**config.mk**
```make
export PLATFORM = sky130hd
export DESIGN_NAME = isw_irq_wdt
export DESIGN_NICKNAME = d
export VERILOG_FILES = /design/src/hdl/isw_pkg.sv /design/src/hdl/isw_irq_wdt.sv
export VERILOG_INCLUDE_DIRS = /design/src /design/src/hdl
export SDC_FILE = /design/constraint.sdc
export NUM_CORES = 1
export LEC_CHECK = 0
export BUFFER_PORTS_ARGS = -buffer_cell sky130_fd_sc_hd__buf_2
export CORE_ASPECT_RATIO = 0.9
export CORE_MARGIN = 1
export CORE_UTILIZATION = 47
export DETAILED_ROUTE_END_ITERATION = 8
export PLACE_DENSITY = 0.73
export SYNTH_ARGS = -nofsm -noshare
export SYNTH_HDL_FRONTEND = slang
export SYNTH_SLANG_ARGS = --single-unit
```
**constraint.sdc**
```tcl
create_clock -name clk_i -period 2.4 [get_ports clk_i]
set_clock_uncertainty 0.2 [all_clocks]
set_input_delay 0.36 -clock clk_i [delete_from_list [all_inputs] [get_ports clk_i]]
set_output_delay 0.36 -clock clk_i [all_outputs]
set_load 0.01 [all_outputs]
```
**src/hdl/isw_defs.svh**
```systemverilog
// offsets, field positions, reset values and timing for irq/watchdog
// assumes inclusion by bare name from the design and the bench
`ifndef ISW_DEFS_SVH
`define ISW_DEFS_SVH
`define ISW_IDX_TMR     14'h0001
`define ISW_IDX_STAT    14'h0003
`define ISW_IDX_ICR     14'h000B
`define ISW_IDX_OPT     14'h0081
`define ISW_IDX_CFG     14'h2007
`define ISW_ICR_PORT_CHANGE_FLAG    0
`define ISW_ICR_EXT_EDGE_FLAG    1
`define ISW_ICR_T0IF    2
`define ISW_ICR_PORT_CHANGE_IRQ_ENABLE    3
`define ISW_ICR_EXT_IRQ_ENABLE    4
`define ISW_ICR_T0IE    5
`define ISW_ICR_RSVD    6
`define ISW_ICR_GIE     7
`define ISW_OPT_PSA     3
`define ISW_OPT_T0SE    4
`define ISW_OPT_T0CS    5
`define ISW_OPT_EDGE    6
`define ISW_CFG_WATCHDOG_FUSE_ENABLE   2
`define ISW_STAT_PD     3
`define ISW_STAT_TO     4
`define ISW_ICR_RST     8'h00
`define ISW_OPT_RST     8'hFF
`define ISW_CFG_RST     8'hFF
`define ISW_TMR_MAX     8'hFF
`define ISW_IRQ_VEC     13'h0004
`define ISW_CLK_HZ      125000000
`define ISW_RC_HZ       31250
`define ISW_WDT_MS      16
`endif

```
**src/hdl/isw_pkg.sv**
```systemverilog
// types shared by the irq/watchdog block
// assumes isw_defs.svh is on the include path
package isw_pkg;
  typedef enum logic {
    ISW_RUN   = 1'b0,
    ISW_SLEEP = 1'b1
  } isw_pwr_t;
endpackage : isw_pkg

```
**src/hdl/isw_irq_wdt.sv**
```systemverilog
// interrupt sources, timer zero, shared scaler and watchdog
// assumes one clock, synchronous inputs, classic wishbone master
//
// Design decision made here: the Wishbone slave port.
`include "isw_defs.svh"

// Contract
// external pin edge: rising when polarity bit 1, falling when 0
// a valid external edge sets ext_edge_flag, control bit 1
// ext_irq_enable, control bit 4, gates the external request
// software clears ext_edge_flag; hardware never clears it
// external edge wakes from sleep only if enabled before sleep
// after wake-up, vector only with global enable, else in line
// timer zero rolling from ff to 00 sets its overflow flag, bit 2
// timer_zero_irq_enable, bit 5, gates the overflow request
// any level change on port b upper nibble sets bit 0
// port_change_irq_enable, bit 3, gates the port-change request
// taking an interrupt pushes only the return pc
// watchdog runs from rc oscillator, forced on while enabled
// unscaled watchdog period is nominally 16 ms
// time-out while running gives a full device reset
// time-out while asleep wakes the core, no reset
// every time-out clears watchdog_expiry_flag
// fuse bit at 0 disables the watchdog permanently; cfg_q stays bus-writable here, so a later cfg write re-enables it
// one scaler serves timer zero or watchdog per option bit
// clear and sleep reset watchdog and its assigned postscaler
// clear keeps the scaler assignment, only clears the count
// vectored wake-up loads the pc with the fixed vector
// flags set regardless of enables; enables gate requests only
module isw_irq_wdt #(
  parameter int RC_DIV    = `ISW_CLK_HZ / `ISW_RC_HZ,
  parameter int WDT_TICKS = `ISW_WDT_MS * `ISW_RC_HZ / 1000
) (
  input  wire logic        clk_i,
  input  wire logic        rst_i,
  input  wire logic        wb_cyc_i,
  input  wire logic        wb_stb_i,
  input  wire logic        wb_we_i,
  input  wire logic [15:0] wb_adr_i,
  input  wire logic [3:0]  wb_sel_i,
  input  wire logic [31:0] wb_dat_i,
  output logic      [31:0] wb_dat_o,
  output logic             wb_ack_o,
  input  wire logic        ext_irq_pin_i,
  input  wire logic [3:0]  port_b_hi_i,
  input  wire logic        t0_pin_i,
  input  wire logic        clr_wdt_i,
  input  wire logic        sleep_i,
  input  wire logic [12:0] ret_pc_i,
  output logic             irq_req_o,
  output logic             push_o,
  output logic      [12:0] push_pc_o,
  output logic             pc_load_o,
  output logic      [12:0] pc_vec_o,
  output logic             wake_o,
  output logic             wdt_rst_o,
  output logic             rc_osc_en_o
);

  localparam int RW = $clog2(RC_DIV + 1);
  localparam int TW = $clog2(WDT_TICKS + 1);

  logic [7:0]       icr_q;
  logic [7:0]       icr_d;
  logic [7:0]       opt_q;
  logic [7:0]       cfg_q;
  logic [7:0]       tmr_q;
  logic [7:0]       scl_q;
  logic [7:0]       rd_d;
  logic [3:0]       pb_q;
  logic [RW-1:0]    rc_q;
  logic [TW-1:0]    wdt_q;
  logic             ext_q;
  logic             t0p_q;
  logic             ext_irq_enable_slp_q;
  logic             to_q;
  isw_pkg::isw_pwr_t pwr_q;

  // bus decode
  logic [13:0] idx;
  logic        acc;
  logic        wr;
  logic        wr_icr;
  logic        wr_opt;
  logic        wr_cfg;
  logic        wr_tmr;
  assign idx    = wb_adr_i[15:2];
  assign acc    = wb_cyc_i & wb_stb_i & ~wb_ack_o;
  assign wr     = acc & wb_we_i & wb_sel_i[0];
  assign wr_icr = wr & (idx == `ISW_IDX_ICR);
  assign wr_opt = wr & (idx == `ISW_IDX_OPT);
  assign wr_cfg = wr & (idx == `ISW_IDX_CFG);
  assign wr_tmr = wr & (idx == `ISW_IDX_TMR);

  always_comb begin
    case (idx)
      `ISW_IDX_ICR:  rd_d = icr_q;
      `ISW_IDX_OPT:  rd_d = opt_q;
      `ISW_IDX_CFG:  rd_d = cfg_q;
      `ISW_IDX_TMR:  rd_d = tmr_q;
      `ISW_IDX_STAT: rd_d = {3'h0, to_q, pwr_q == isw_pkg::ISW_SLEEP,
                             3'h0};
      default:       rd_d = 8'h00;
    endcase
  end

  // one wait state, ack dropped in the following cycle
  always_ff @(posedge clk_i) begin
    if (rst_i) begin
      wb_ack_o <= 1'b0;
      wb_dat_o <= 32'h0000_0000;
    end else begin
      wb_ack_o <= acc;
      if (acc & ~wb_we_i) begin
        wb_dat_o <= {24'h00_0000, rd_d};
      end
    end
  end

  // event detection
  logic ext_ev;
  logic pb_ev;
  logic t0_ev;
  logic t0_rise;
  logic t0_fall;
  assign ext_ev  = opt_q[`ISW_OPT_EDGE] ? (ext_irq_pin_i & ~ext_q)
                                        : (~ext_irq_pin_i & ext_q);
  assign pb_ev   = |(port_b_hi_i ^ pb_q);
  assign t0_rise = t0_pin_i & ~t0p_q;
  assign t0_fall = ~t0_pin_i & t0p_q;
  assign t0_ev   = opt_q[`ISW_OPT_T0CS] ?
                   (opt_q[`ISW_OPT_T0SE] ? t0_fall : t0_rise) : 1'b1;

  always_ff @(posedge clk_i) begin
    if (rst_i) begin
      ext_q <= 1'b0;
      pb_q  <= 4'h0;
      t0p_q <= 1'b0;
    end else begin
      ext_q <= ext_irq_pin_i;
      pb_q  <= port_b_hi_i;
      t0p_q <= t0_pin_i;
    end
  end

  // shared scaler: ratio 2^(ps+1) for timer, 2^ps for watchdog
  logic       scaler_assignment;
  logic [8:0] m9;
  logic [7:0] mask_t;
  logic [7:0] mask_w;
  logic       t0_inc;
  logic       t0_ovf;
  assign scaler_assignment    = opt_q[`ISW_OPT_PSA];
  assign m9     = (9'h002 << opt_q[2:0]) - 9'h001;
  assign mask_t = m9[7:0];
  assign mask_w = m9[8:1];
  assign t0_inc = t0_ev & (scaler_assignment | ((scl_q & mask_t) == mask_t));
  assign t0_ovf = t0_inc & (tmr_q == `ISW_TMR_MAX) & ~wr_tmr;

  // watchdog timing
  logic wdt_en;
  logic rc_tick;
  logic wdt_clr;
  logic base_exp;
  logic wdt_to;
  assign wdt_en   = cfg_q[`ISW_CFG_WATCHDOG_FUSE_ENABLE];
  assign rc_tick  = wdt_en & (rc_q == RW'(RC_DIV - 1));
  assign wdt_clr  = clr_wdt_i | ~wdt_en |
                    (sleep_i & (pwr_q == isw_pkg::ISW_RUN));
  assign base_exp = rc_tick & (wdt_q == TW'(WDT_TICKS - 1)) &
                    ~wdt_clr;
  assign wdt_to   = base_exp & (~scaler_assignment | ((scl_q & mask_w) == mask_w));

  // rc tick derived from the core clock; stops when fuse is off
  always_ff @(posedge clk_i) begin
    if (rst_i) begin
      rc_q <= '0;
    end else if (~wdt_en || rc_tick) begin
      rc_q <= '0;
    end else begin
      rc_q <= rc_q + RW'(1);
    end
  end

  always_ff @(posedge clk_i) begin
    if (rst_i) begin
      wdt_q <= '0;
    end else if (wdt_clr) begin
      wdt_q <= '0;
    end else if (rc_tick) begin
      wdt_q <= (wdt_q == TW'(WDT_TICKS - 1)) ? '0 : wdt_q + TW'(1);
    end
  end

  // assignment bit untouched by clear, only the count goes
  always_ff @(posedge clk_i) begin
    if (rst_i) begin
      scl_q <= 8'h00;
    end else if (scaler_assignment & wdt_clr) begin
      scl_q <= 8'h00;
    end else if (scaler_assignment ? base_exp : t0_ev) begin
      scl_q <= scl_q + 8'h01;
    end
  end

  always_ff @(posedge clk_i) begin
    if (rst_i) begin
      tmr_q <= 8'h00;
    end else if (wr_tmr) begin
      tmr_q <= wb_dat_i[7:0];
    end else if (t0_inc) begin
      tmr_q <= tmr_q + 8'h01;
    end
  end

  always_ff @(posedge clk_i) begin
    if (rst_i) begin
      opt_q <= `ISW_OPT_RST;
      cfg_q <= `ISW_CFG_RST;
    end else begin
      if (wr_opt) begin
        opt_q <= wb_dat_i[7:0];
      end
      if (wr_cfg) begin
        cfg_q <= wb_dat_i[7:0];
      end
    end
  end

  // request and wake-up decisions
  logic pend;
  logic wake_irq;
  logic take;
  logic asleep;
  assign asleep   = (pwr_q == isw_pkg::ISW_SLEEP);
  assign pend     = (icr_q[`ISW_ICR_PORT_CHANGE_FLAG] & icr_q[`ISW_ICR_PORT_CHANGE_IRQ_ENABLE]) |
                    (icr_q[`ISW_ICR_EXT_EDGE_FLAG] & icr_q[`ISW_ICR_EXT_IRQ_ENABLE]) |
                    (icr_q[`ISW_ICR_T0IF] & icr_q[`ISW_ICR_T0IE]);
  assign wake_irq = asleep &
                    ((icr_q[`ISW_ICR_PORT_CHANGE_FLAG] & icr_q[`ISW_ICR_PORT_CHANGE_IRQ_ENABLE]) |
                     (icr_q[`ISW_ICR_T0IF] & icr_q[`ISW_ICR_T0IE]) |
                     (icr_q[`ISW_ICR_EXT_EDGE_FLAG] & icr_q[`ISW_ICR_EXT_IRQ_ENABLE] &
                      ext_irq_enable_slp_q));
  assign take     = icr_q[`ISW_ICR_GIE] &
                    ((~asleep & pend) | wake_irq);

  // set beats software clear; taking clears global enable
  always_comb begin
    icr_d = wr_icr ? wb_dat_i[7:0] : icr_q;
    icr_d[`ISW_ICR_RSVD] = 1'b0;
    if (ext_ev) begin
      icr_d[`ISW_ICR_EXT_EDGE_FLAG] = 1'b1;
    end
    if (t0_ovf) begin
      icr_d[`ISW_ICR_T0IF] = 1'b1;
    end
    if (pb_ev) begin
      icr_d[`ISW_ICR_PORT_CHANGE_FLAG] = 1'b1;
    end
    if (take) begin
      icr_d[`ISW_ICR_GIE] = 1'b0;
    end
  end

  always_ff @(posedge clk_i) begin
    if (rst_i) begin
      icr_q <= `ISW_ICR_RST;
    end else begin
      icr_q <= icr_d;
    end
  end

  always_ff @(posedge clk_i) begin
    if (rst_i) begin
      pwr_q      <= isw_pkg::ISW_RUN;
      ext_irq_enable_slp_q <= 1'b0;
    end else begin
      unique case (pwr_q)
        isw_pkg::ISW_RUN: begin
          if (sleep_i) begin
            pwr_q      <= isw_pkg::ISW_SLEEP;
            ext_irq_enable_slp_q <= icr_q[`ISW_ICR_EXT_IRQ_ENABLE];
          end
        end
        isw_pkg::ISW_SLEEP: begin
          if (wake_irq | wdt_to) begin
            pwr_q <= isw_pkg::ISW_RUN;
          end
        end
      endcase
    end
  end

  // a timeout cannot meet a clear: clear suppresses the expiry
  always_ff @(posedge clk_i) begin
    if (rst_i) begin
      to_q <= 1'b1;
    end else if (wdt_to) begin
      to_q <= 1'b0;
    end else if (clr_wdt_i | sleep_i) begin
      to_q <= 1'b1;
    end
  end

  always_ff @(posedge clk_i) begin
    if (rst_i) begin
      irq_req_o   <= 1'b0;
      wake_o      <= 1'b0;
      wdt_rst_o   <= 1'b0;
      rc_osc_en_o <= 1'b0;
    end else begin
      irq_req_o   <= pend;
      wake_o      <= asleep & (wake_irq | wdt_to);
      wdt_rst_o   <= ~asleep & wdt_to;
      rc_osc_en_o <= wdt_en;
    end
  end

  // only the return pc leaves; w and status stay with software
  always_ff @(posedge clk_i) begin
    if (rst_i) begin
      push_o    <= 1'b0;
      push_pc_o <= 13'h0000;
      pc_load_o <= 1'b0;
      pc_vec_o  <= 13'h0000;
    end else begin
      push_o    <= take;
      pc_load_o <= take;
      pc_vec_o  <= `ISW_IRQ_VEC;
      if (take) begin
        push_pc_o <= ret_pc_i;
      end
    end
  end

  a_rise_edge_flag:
  assert property (@(posedge clk_i) disable iff (rst_i)
    ($rose(ext_irq_pin_i) && opt_q[`ISW_OPT_EDGE]) |=>
    icr_q[`ISW_ICR_EXT_EDGE_FLAG])
  else $error("rising edge did not set external flag");

  a_fall_edge_flag:
  assert property (@(posedge clk_i) disable iff (rst_i)
    ($fell(ext_irq_pin_i) && !opt_q[`ISW_OPT_EDGE]) |=>
    icr_q[`ISW_ICR_EXT_EDGE_FLAG])
  else $error("falling edge did not set external flag");

  a_timer_ovf_flag:
  assert property (@(posedge clk_i) disable iff (rst_i)
    (t0_inc && tmr_q == 8'hFF && !wr_tmr) |=>
    (tmr_q == 8'h00 && icr_q[`ISW_ICR_T0IF]))
  else $error("timer rollover missed its flag");

  a_port_change_flag:
  assert property (@(posedge clk_i) disable iff (rst_i)
    (port_b_hi_i != pb_q) |=> icr_q[`ISW_ICR_PORT_CHANGE_FLAG])
  else $error("port change did not set flag");

  a_enables_gate_req:
  assert property (@(posedge clk_i) disable iff (rst_i)
    !(icr_q[3] || icr_q[4] || icr_q[5]) |=> !irq_req_o)
  else $error("request raised with all enables clear");

  a_vector_needs_gie:
  assert property (@(posedge clk_i) disable iff (rst_i)
    pc_load_o |-> ($past(icr_q[`ISW_ICR_GIE]) &&
    !icr_q[`ISW_ICR_GIE] && pc_vec_o == 13'h0004))
  else $error("vector taken without global enable");

  a_push_return_pc:
  assert property (@(posedge clk_i) disable iff (rst_i)
    push_o |-> (pc_load_o && push_pc_o == $past(ret_pc_i)))
  else $error("pushed value is not the return pc");

  a_sleep_ext_block:
  assert property (@(posedge clk_i) disable iff (rst_i)
    (asleep && !ext_irq_enable_slp_q && !wdt_to &&
     !(icr_q[0] && icr_q[3]) && !(icr_q[2] && icr_q[5])) |=> asleep)
  else $error("external edge woke core without prior enable");

  a_wdt_run_reset:
  assert property (@(posedge clk_i) disable iff (rst_i)
    (wdt_to && !asleep) |=> (wdt_rst_o && !to_q && !wake_o))
  else $error("running timeout did not reset");

  a_wdt_sleep_wake:
  assert property (@(posedge clk_i) disable iff (rst_i)
    (wdt_to && asleep) |=> (wake_o && !wdt_rst_o && !asleep && !to_q))
  else $error("sleeping timeout did not wake");

  a_fuse_disables:
  assert property (@(posedge clk_i) disable iff (rst_i)
    !wdt_en |-> (!wdt_to ##1 (!rc_osc_en_o && wdt_q == '0)))
  else $error("watchdog active with fuse cleared");

  a_clear_keeps_psa:
  assert property (@(posedge clk_i) disable iff (rst_i)
    (clr_wdt_i && scaler_assignment && !wr_opt) |=>
    (scl_q == 8'h00 && wdt_q == '0 && opt_q[`ISW_OPT_PSA]))
  else $error("clear did not reset watchdog scaler");

endmodule : isw_irq_wdt

```
==> results of run 1 <==
[path summary, 6_finish.rpt]
check / startpoint / end / slack (ns) / depth (start not counted)
min: ret_pc_i[7] / push_pc_o[7]$_SDFFE_PP0P_ / 0.02 / 3
max: wdt_q[1]$_SDFFE_PP0P_ / scl_q[7]$_SDFFE_PP0P_ / 0.17 / 8
min reg2reg: wb_dat_o[2]$_SDFFE_PP0P_ / wb_dat_o[2]$_SDFFE_PP0P_ / 0.27 / 2
max reg2reg: wdt_q[1]$_SDFFE_PP0P_ / scl_q[7]$_SDFFE_PP0P_ / 0.17 / 8
[layer usage]
| layer | wire, um | GRT usage (%) | up-vias |
|---|---|---|---|
| met4 | 122 | 6.112 | 0 |
| met5 | 0 | 0 | - |
| met1 | 4519 | 26.61 | 1813 |
| met3 | 695 | 4.695 | 13 |
| met2 | 5147 | 34.91 | 120 |
| li1 | - | - | 1918 |
[synthesized netlist by cell type, types with 2 or more instances]
library cell   n  area share, %
xnor2_1       20            3.7
a31oi_1        2           0.26
a221oi_1       5           0.93
buf_4         37            5.9
nor2b_1        8            1.1
nor2_1        67            5.3
inv_1         14            1.1
nor4_1         5           0.66
ha_1           4            1.1
nand2_1       43            3.4
nand4_2        2           0.53
nor3_1        13            1.4
a211oi_1       9            1.4
xor2_1        11            2.0
buf_2          4           0.42
a21boi_0       2           0.32
or3_1          6           0.79
dfxtp_1       97             41
nand3b_1       3           0.48
a211o_1        4           0.74
nand4_1        6           0.79
nand2b_1       3           0.40
o31ai_1        3           0.48
o32ai_1        2           0.37
mux2i_1       48             10
a21oi_1       16            1.7
nor4_4         6            2.7
nand3_1       15            1.6
clkbuf_1      10           0.79
o21ai_0       19            2.0
and3_1         4           0.53
[area by class of cell]
cell class	instances	area, um^2	area share [%]
clock buffer	10	137.6	2.521
clock inverter	6	90.09	1.650
inverter	14	52.55	0.9626
multi-input combinational	385	2520	46.16
sequential	97	1943	35.59
tap	126	157.7	2.888
timing repair buffer	100	558.0	10.22
[power by group]
part           internal, mW  total, mW  switching [mW]  leakage, nW
sequential             1.63       1.64          0.0147        0.787
clock                 0.619       1.19           0.575        0.113
combinational        0.0739      0.202           0.128         1.46
total                  2.32       3.04           0.718         2.36
[repair_timing]
action	4_1_cts	5_1_grt
gates resized for setup	0	1
setup endpoints to repair	0	3
setup buffers	0	1
[per-stage QoR]
stage               utilization (%)  hold WS, ns  instances  power [mW]
CTS                           56.19     0.005583        737       3.065
detailed placement            53.84       0.2518        721       1.882
finish                        56.28      0.01684        738       3.039
global placement              53.84       0.2390        721       1.876
global route                  56.28      0.01983        738       3.150
floorplan                         -       0.2302        548       1.835
[cell families after synthesis]
| kind of cell | share of synthesized area (%) |
|---|---|
| AO/OA/AOI/OAI | 10.36 |
| XOR/XNOR | 5.748 |
| adder cells (fa/ha/maj) | 1.060 |
| buffers and inverters | 8.318 |
| flip-flops | 41.11 |
| multiplexers | 10.49 |
| other | 0.07939 |
| AND/OR/NAND/NOR | 22.83 |
[sequential cells by signal (all words and copies together) (netlist names), 4 cells and up]
signal and count:
icr_q 7, wb_dat_o 8, pb_q 4, cfg_q 8
rc_q 12, wdt_q 9, tmr_q 8, push_pc_o 13
opt_q 8, scl_q 8
[tightest hold or removal path: cells and delay by family]
family	cells	cell delay (ns)
buf+inv	1	0.07
simple gates	1	0.07
mux	1	0.05
==> impl_metrics.toml, run 1 <==
[setup_path]
crit_required_ns = 2.45
startpoint_type = "register"
critPathMaxFanout = 8
worstSetupEndpointType = "register"
crit_slowest_cell = "or4bb_1"
path_cells = "ha_1 -> or4bb_1 -> nor2_1 -> buf_4 -> a31oi_4 -> nor4_4 -> xnor2_1 -> nor2_1"
cp_slowest_stage_delay_ns = 0.47
critPathTopFamily = "simple AND/OR/NAND/NOR gates"
critPathArrivalTime_ns = 2.28
cpMostUsedCell = "nor2_1"
cp_num_buf_inv = 1
critPathKind = "register to register"

[clocking]
cts_sinks = 97
cts_tree = "done"
cts-hold-fix-buffers = 0
cts_buffer_depth = 2
path_clk_slew_ns = 0.10
ctsRootBufferMaster = "clkbuf_8"
cts_buffers = 9
h-tree-depth = 3
clk_latency_ns = 0.37

[timing]
slew_headroom_pct = 64.65
rsz0062_at_grt = "false"
setup_ws_ns = 0.1717
hold_violations = 0
max_freq_mhz = 448.8
final_max_slew_viol_count = 0
tightest_slew_ns = 0.5229
setup_tns_ns = 0
fin_crit_sh_pct = 92.85
setup_viol = 0
finalWorstPathRequiredPeriod_ns = 2.228

[final_layout]
drive_above_1_share_pct = 22.06
fillerInstances = 904
design_area_um2 = 5459
area_growth_pct = 15.58
final_cell_mix = "96 x dfxtp_1, 77 x buf_2, 67 x nor2_1, 48 x mux2i_1, 43 x nand2_1"
antenna_cells = 0
finalNetCount = 689
layout.cells.most_common = "dfxtp_1"

[power_and_ir_drop]
leakage_nw = 2.355
vdd_ir_drop_max_v = 0.0003837
p_per_area_nw_per_um2 = 556.6

[synthesis]
yosysSeqAreaShare_pct = 41.11
syn-instance-count = 513
synth-edff-count = 0
synthesis.area_um2 = 4723
synth-async-reset-ratio_pct = 0
yosysUniqueCellTypes = 56
ys_warn_count = 0
avgSynthCellArea_um2 = 9.207
synth_seq_cells = 97
synthFlopType = "dfxtp_1"

[drt]
drc = 0
wl_per_cell_um = 14.21
drtIter0Drc = 191
vias = 3864
drtPass1Iterations = 4
drt_wl_total_um = 10480
vias_per_cell = 5.236
ant_nets = 0

[grt]
grt_pass1_wl_um = 17150
antenna_found_initial = 0
track_usage_pct = 20.85
grt_pass1_vias = 3675
grt_start_max_net_pins = 45
overflow = 0

[floorplan]
io_pins = 143
coreArea_um2 = 9699
die_height_um = 97.10
dieArea_um2 = 10450
start_util_pct = 48.70
fp-row-count = 34
fp.dieW_um = 107.7

[flow_run]
maxCapViolations = 0

[place]
pre_cts_slack_ns = 0.05844
io_buffer_count = 77
gp_congestion = 0.8274
dpl_cell_area_um2 = 5223
hpwl_um = 7799

[min_path]
hp-class = "input port to register"

[status]
status = "finished clean"
Note: power is estimated with default switching activity, not from simulation.
==> inputs of run 2 (changes only) <==
--- a/config.mk
+++ b/config.mk
@@ -8,7 +8,7 @@
 export LEC_CHECK = 0
 export BUFFER_PORTS_ARGS = -buffer_cell sky130_fd_sc_hd__buf_2
 export CORE_ASPECT_RATIO = 0.9
-export CORE_MARGIN = 1
+export CORE_MARGIN = 8
 export CORE_UTILIZATION = 47
 export DETAILED_ROUTE_END_ITERATION = 8
 export PLACE_DENSITY = 0.73
==> constraint.sdc (replaced) <==
create_clock -name clk_i -period 2 [get_ports clk_i]
set_clock_uncertainty 0.2 [all_clocks]
set_input_delay 0.3 -clock clk_i [delete_from_list [all_inputs] [get_ports clk_i]]
set_output_delay 0.3 -clock clk_i [all_outputs]
set_load 0.01 [all_outputs]
==> run 2 against run 1 <==
- the run now ends with setup timing left
- die area increased by 29%
- cell area increased by 13%
- combinational power increased by 61%
- sequential share of layout area decreased by 4.1 points
- non-clock buffer count increased by 65
- fmax increased by 8.5%
- first-iteration DRC count increased by 96%
- register-to-register slack got worse by 0.22 ns
- critical path depth decreased by 2
- critical path type unchanged
- largest power group unchanged
- highest routed layer unchanged
==> impl_metrics.toml, run 2 (same netlist as run 1, synthesis figures left out) <==
[status]
status = "complete, but fails checks"
violations = "setup timing"

[final_layout]
layout.cells.most_common = "dfxtp_1"
stdcell_count = 804
design_area_um2 = 6195
antenna_cells = 0
regMostFlops = "push_pc_o"
area_growth_pct = 31.15
final_cell_mix = "89 x dfxtp_1, 77 x buf_2, 64 x nor2_1, 63 x buf_4, 48 x mux2i_1"
reg_top3 = "push_pc_o: 13 flops, rc_q: 12 flops, wdt_q: 9 flops"
fin_util_pct = 63.59
drive_above_1_share_pct = 32.74
finalNetCount = 755
largest_reg_flops = 13

[setup_path]
r2r_slack_ns = -0.05
crit_slowest_cell = "or4bb_4"
critPathArrivalTime_ns = 2.16
critPathKind = "register to register"
cp_num_buf_inv = 0
critPathMaxFanout = 5
r2r-end = "scl_q[3]$_SDFFE_PP0P_"
critPathTopFamily = "simple AND/OR/NAND/NOR gates"
path_cells = "ha_4 -> or4bb_4 -> nor2_4 -> a31oi_4 -> or3_1 -> a21oi_2"
startpoint_type = "register"
cp_slowest_stage_delay_ns = 0.47
crit_required_ns = 2.11
worstSetupEndpointType = "register"
r2r_cells = 6
regToRegStartpoint = "wdt_q[1]$_SDFFE_PP0P_"

[floorplan]
io_pins = 143
start_util_pct = 48.48
dieArea_um2 = 13520
fp.dieW_um = 121.7
die_height_um = 111.1
coreArea_um2 = 9742
fp-row-count = 34

[flow_run]
maxCapViolations = 0

[grt]
overflow = 0
grt_start_max_net_pins = 32
grt_pass1_vias = 4129
track_usage_pct = 17.98
antenna_found_initial = 0
grt_pass1_wl_um = 19840

[min_path]
min_from = "wb_dat_i[0]"
hp-class = "input port to register"
min_to = "cfg_q[0]$_SDFFE_PP1P_"
whs_path_depth = 3

[place]
hpwl_um = 9009
io_buffer_count = 77
place_inst = 761
gp_congestion = 0.8764
pre_cts_slack_ns = -0.2478
dpl_cell_area_um2 = 5614

[drt]
drtPass1Iterations = 4
drc = 0
vias = 4148
ant_nets = 0
vias_per_cell = 5.159
wl_per_cell_um = 15.28
drt_wl_total_um = 12290
drtIter0Drc = 374

[timing]
fin_crit_sh_pct = 102.6
final_max_slew_viol_count = 0
setup_viol = 6
holdWs_ns = 0.01448
hold_violations = 0
rsz0062_at_grt = "true"
finalWorstPathRequiredPeriod_ns = 2.053
setup_tns_ns = -0.1652
setup_ws_ns = -0.05284
max_freq_mhz = 487.1

[clocking]
cts_sinks = 97
h-tree-depth = 3
path_clk_slew_ns = 0.09
cts_buffer_depth = 2
cts_buffers = 9
cts_tree = "done"
clk_latency_ns = 0.37
ctsRootBufferMaster = "clkbuf_8"

[power_and_ir_drop]
leakage_nw = 2.676
p_per_area_nw_per_um2 = 554.1
total_power_mw = 3.433
vdd_ir_drop_max_v = 0.0005566
==> run 2: cell types whose count changed in the layout (fill, tap and decap cells not counted), moves of 3 or more <==
cell,previous run,this run
nor3_2,0,7
a211oi_2,0,8
dfxtp_2,1,8
nor4_1,5,1
buf_4,23,63
dfxtp_1,96,89
a211oi_1,9,1
buf_6,0,3
nor4_2,0,3
dlygate4sd3_1,0,20
nor2_1,67,64
nor3_1,13,6
==> run 2: worst max-delay path by stage <==
stage / start / endpoint / slack [ns] / cells past startpoint
4_1_cts: wdt_q[1]$_SDFFE_PP0P_ / scl_q[4]$_SDFFE_PP0P_ / -0.05 / 6
5_1_grt: wdt_q[1]$_SDFFE_PP0P_ / scl_q[7]$_SDFFE_PP0P_ / -0.13 / 7
3_3_place_gp: wb_adr_i[7] / tmr_q[4]$_SDFFE_PP0P_ / -0.21 / 7
3_5_place_dp: wb_adr_i[7] / tmr_q[0]$_SDFFE_PP0P_ / -0.25 / 7
2_1_floorplan: wb_adr_i[7] / icr_q[7]$_SDFFE_PP0P_ / -0.16 / 5
6_report: wdt_q[1]$_SDFFE_PP0P_ / scl_q[3]$_SDFFE_PP0P_ / -0.05 / 6
==> run 2: cell type report <==
type	count	area (um^2)
Clock buffer	9	123.9
Clock inverter	7	47.55
Fill cell	802	3547
Inverter	14	52.55
Multi-Input combinational cell	386	2729
Sequential cell	97	1952
Tap cell	126	157.7
Timing Repair Buffer	165	1132
==> run 2: repair_timing <==
| item | in CTS | in global routing |
|---|---|---|
| hold buffers | 20 | 0 |
| buffers inserted | 2 | 4 |
| gates cloned | 1 | 0 |
| endpoints found under the hold margin | 21 | 0 |
| resized for setup | 9 | 26 |
| pin swaps | 8 | 10 |
| setup endpoints to repair | 21 | 27 |
==> run 2: where the power goes <==
group | total [mW] | switching (mW) | internal (mW)
clock network | 1.14 | 0.687 | 0.449
registers | 1.97 | 0.0154 | 1.95
logic | 0.326 | 0.181 | 0.146
==> run 2: tightest hold or removal path: stages <==
cell and delay, ns:
buf_2 0.13, mux2i_1 0.07, nand2_1 0.06
==> run 2: layer usage <==
| layer | vias up | GRT usage [%] | part of all wire [%] |
|---|---|---|---|
| met5 | - | 0 | 0 |
| met4 | 0 | 5.341 | 1.1 |
| met3 | 11 | 4.379 | 6.5 |
| met2 | 115 | 31.45 | 51 |
| met1 | 1977 | 20.97 | 41 |
| li1 | 2045 | - | - |
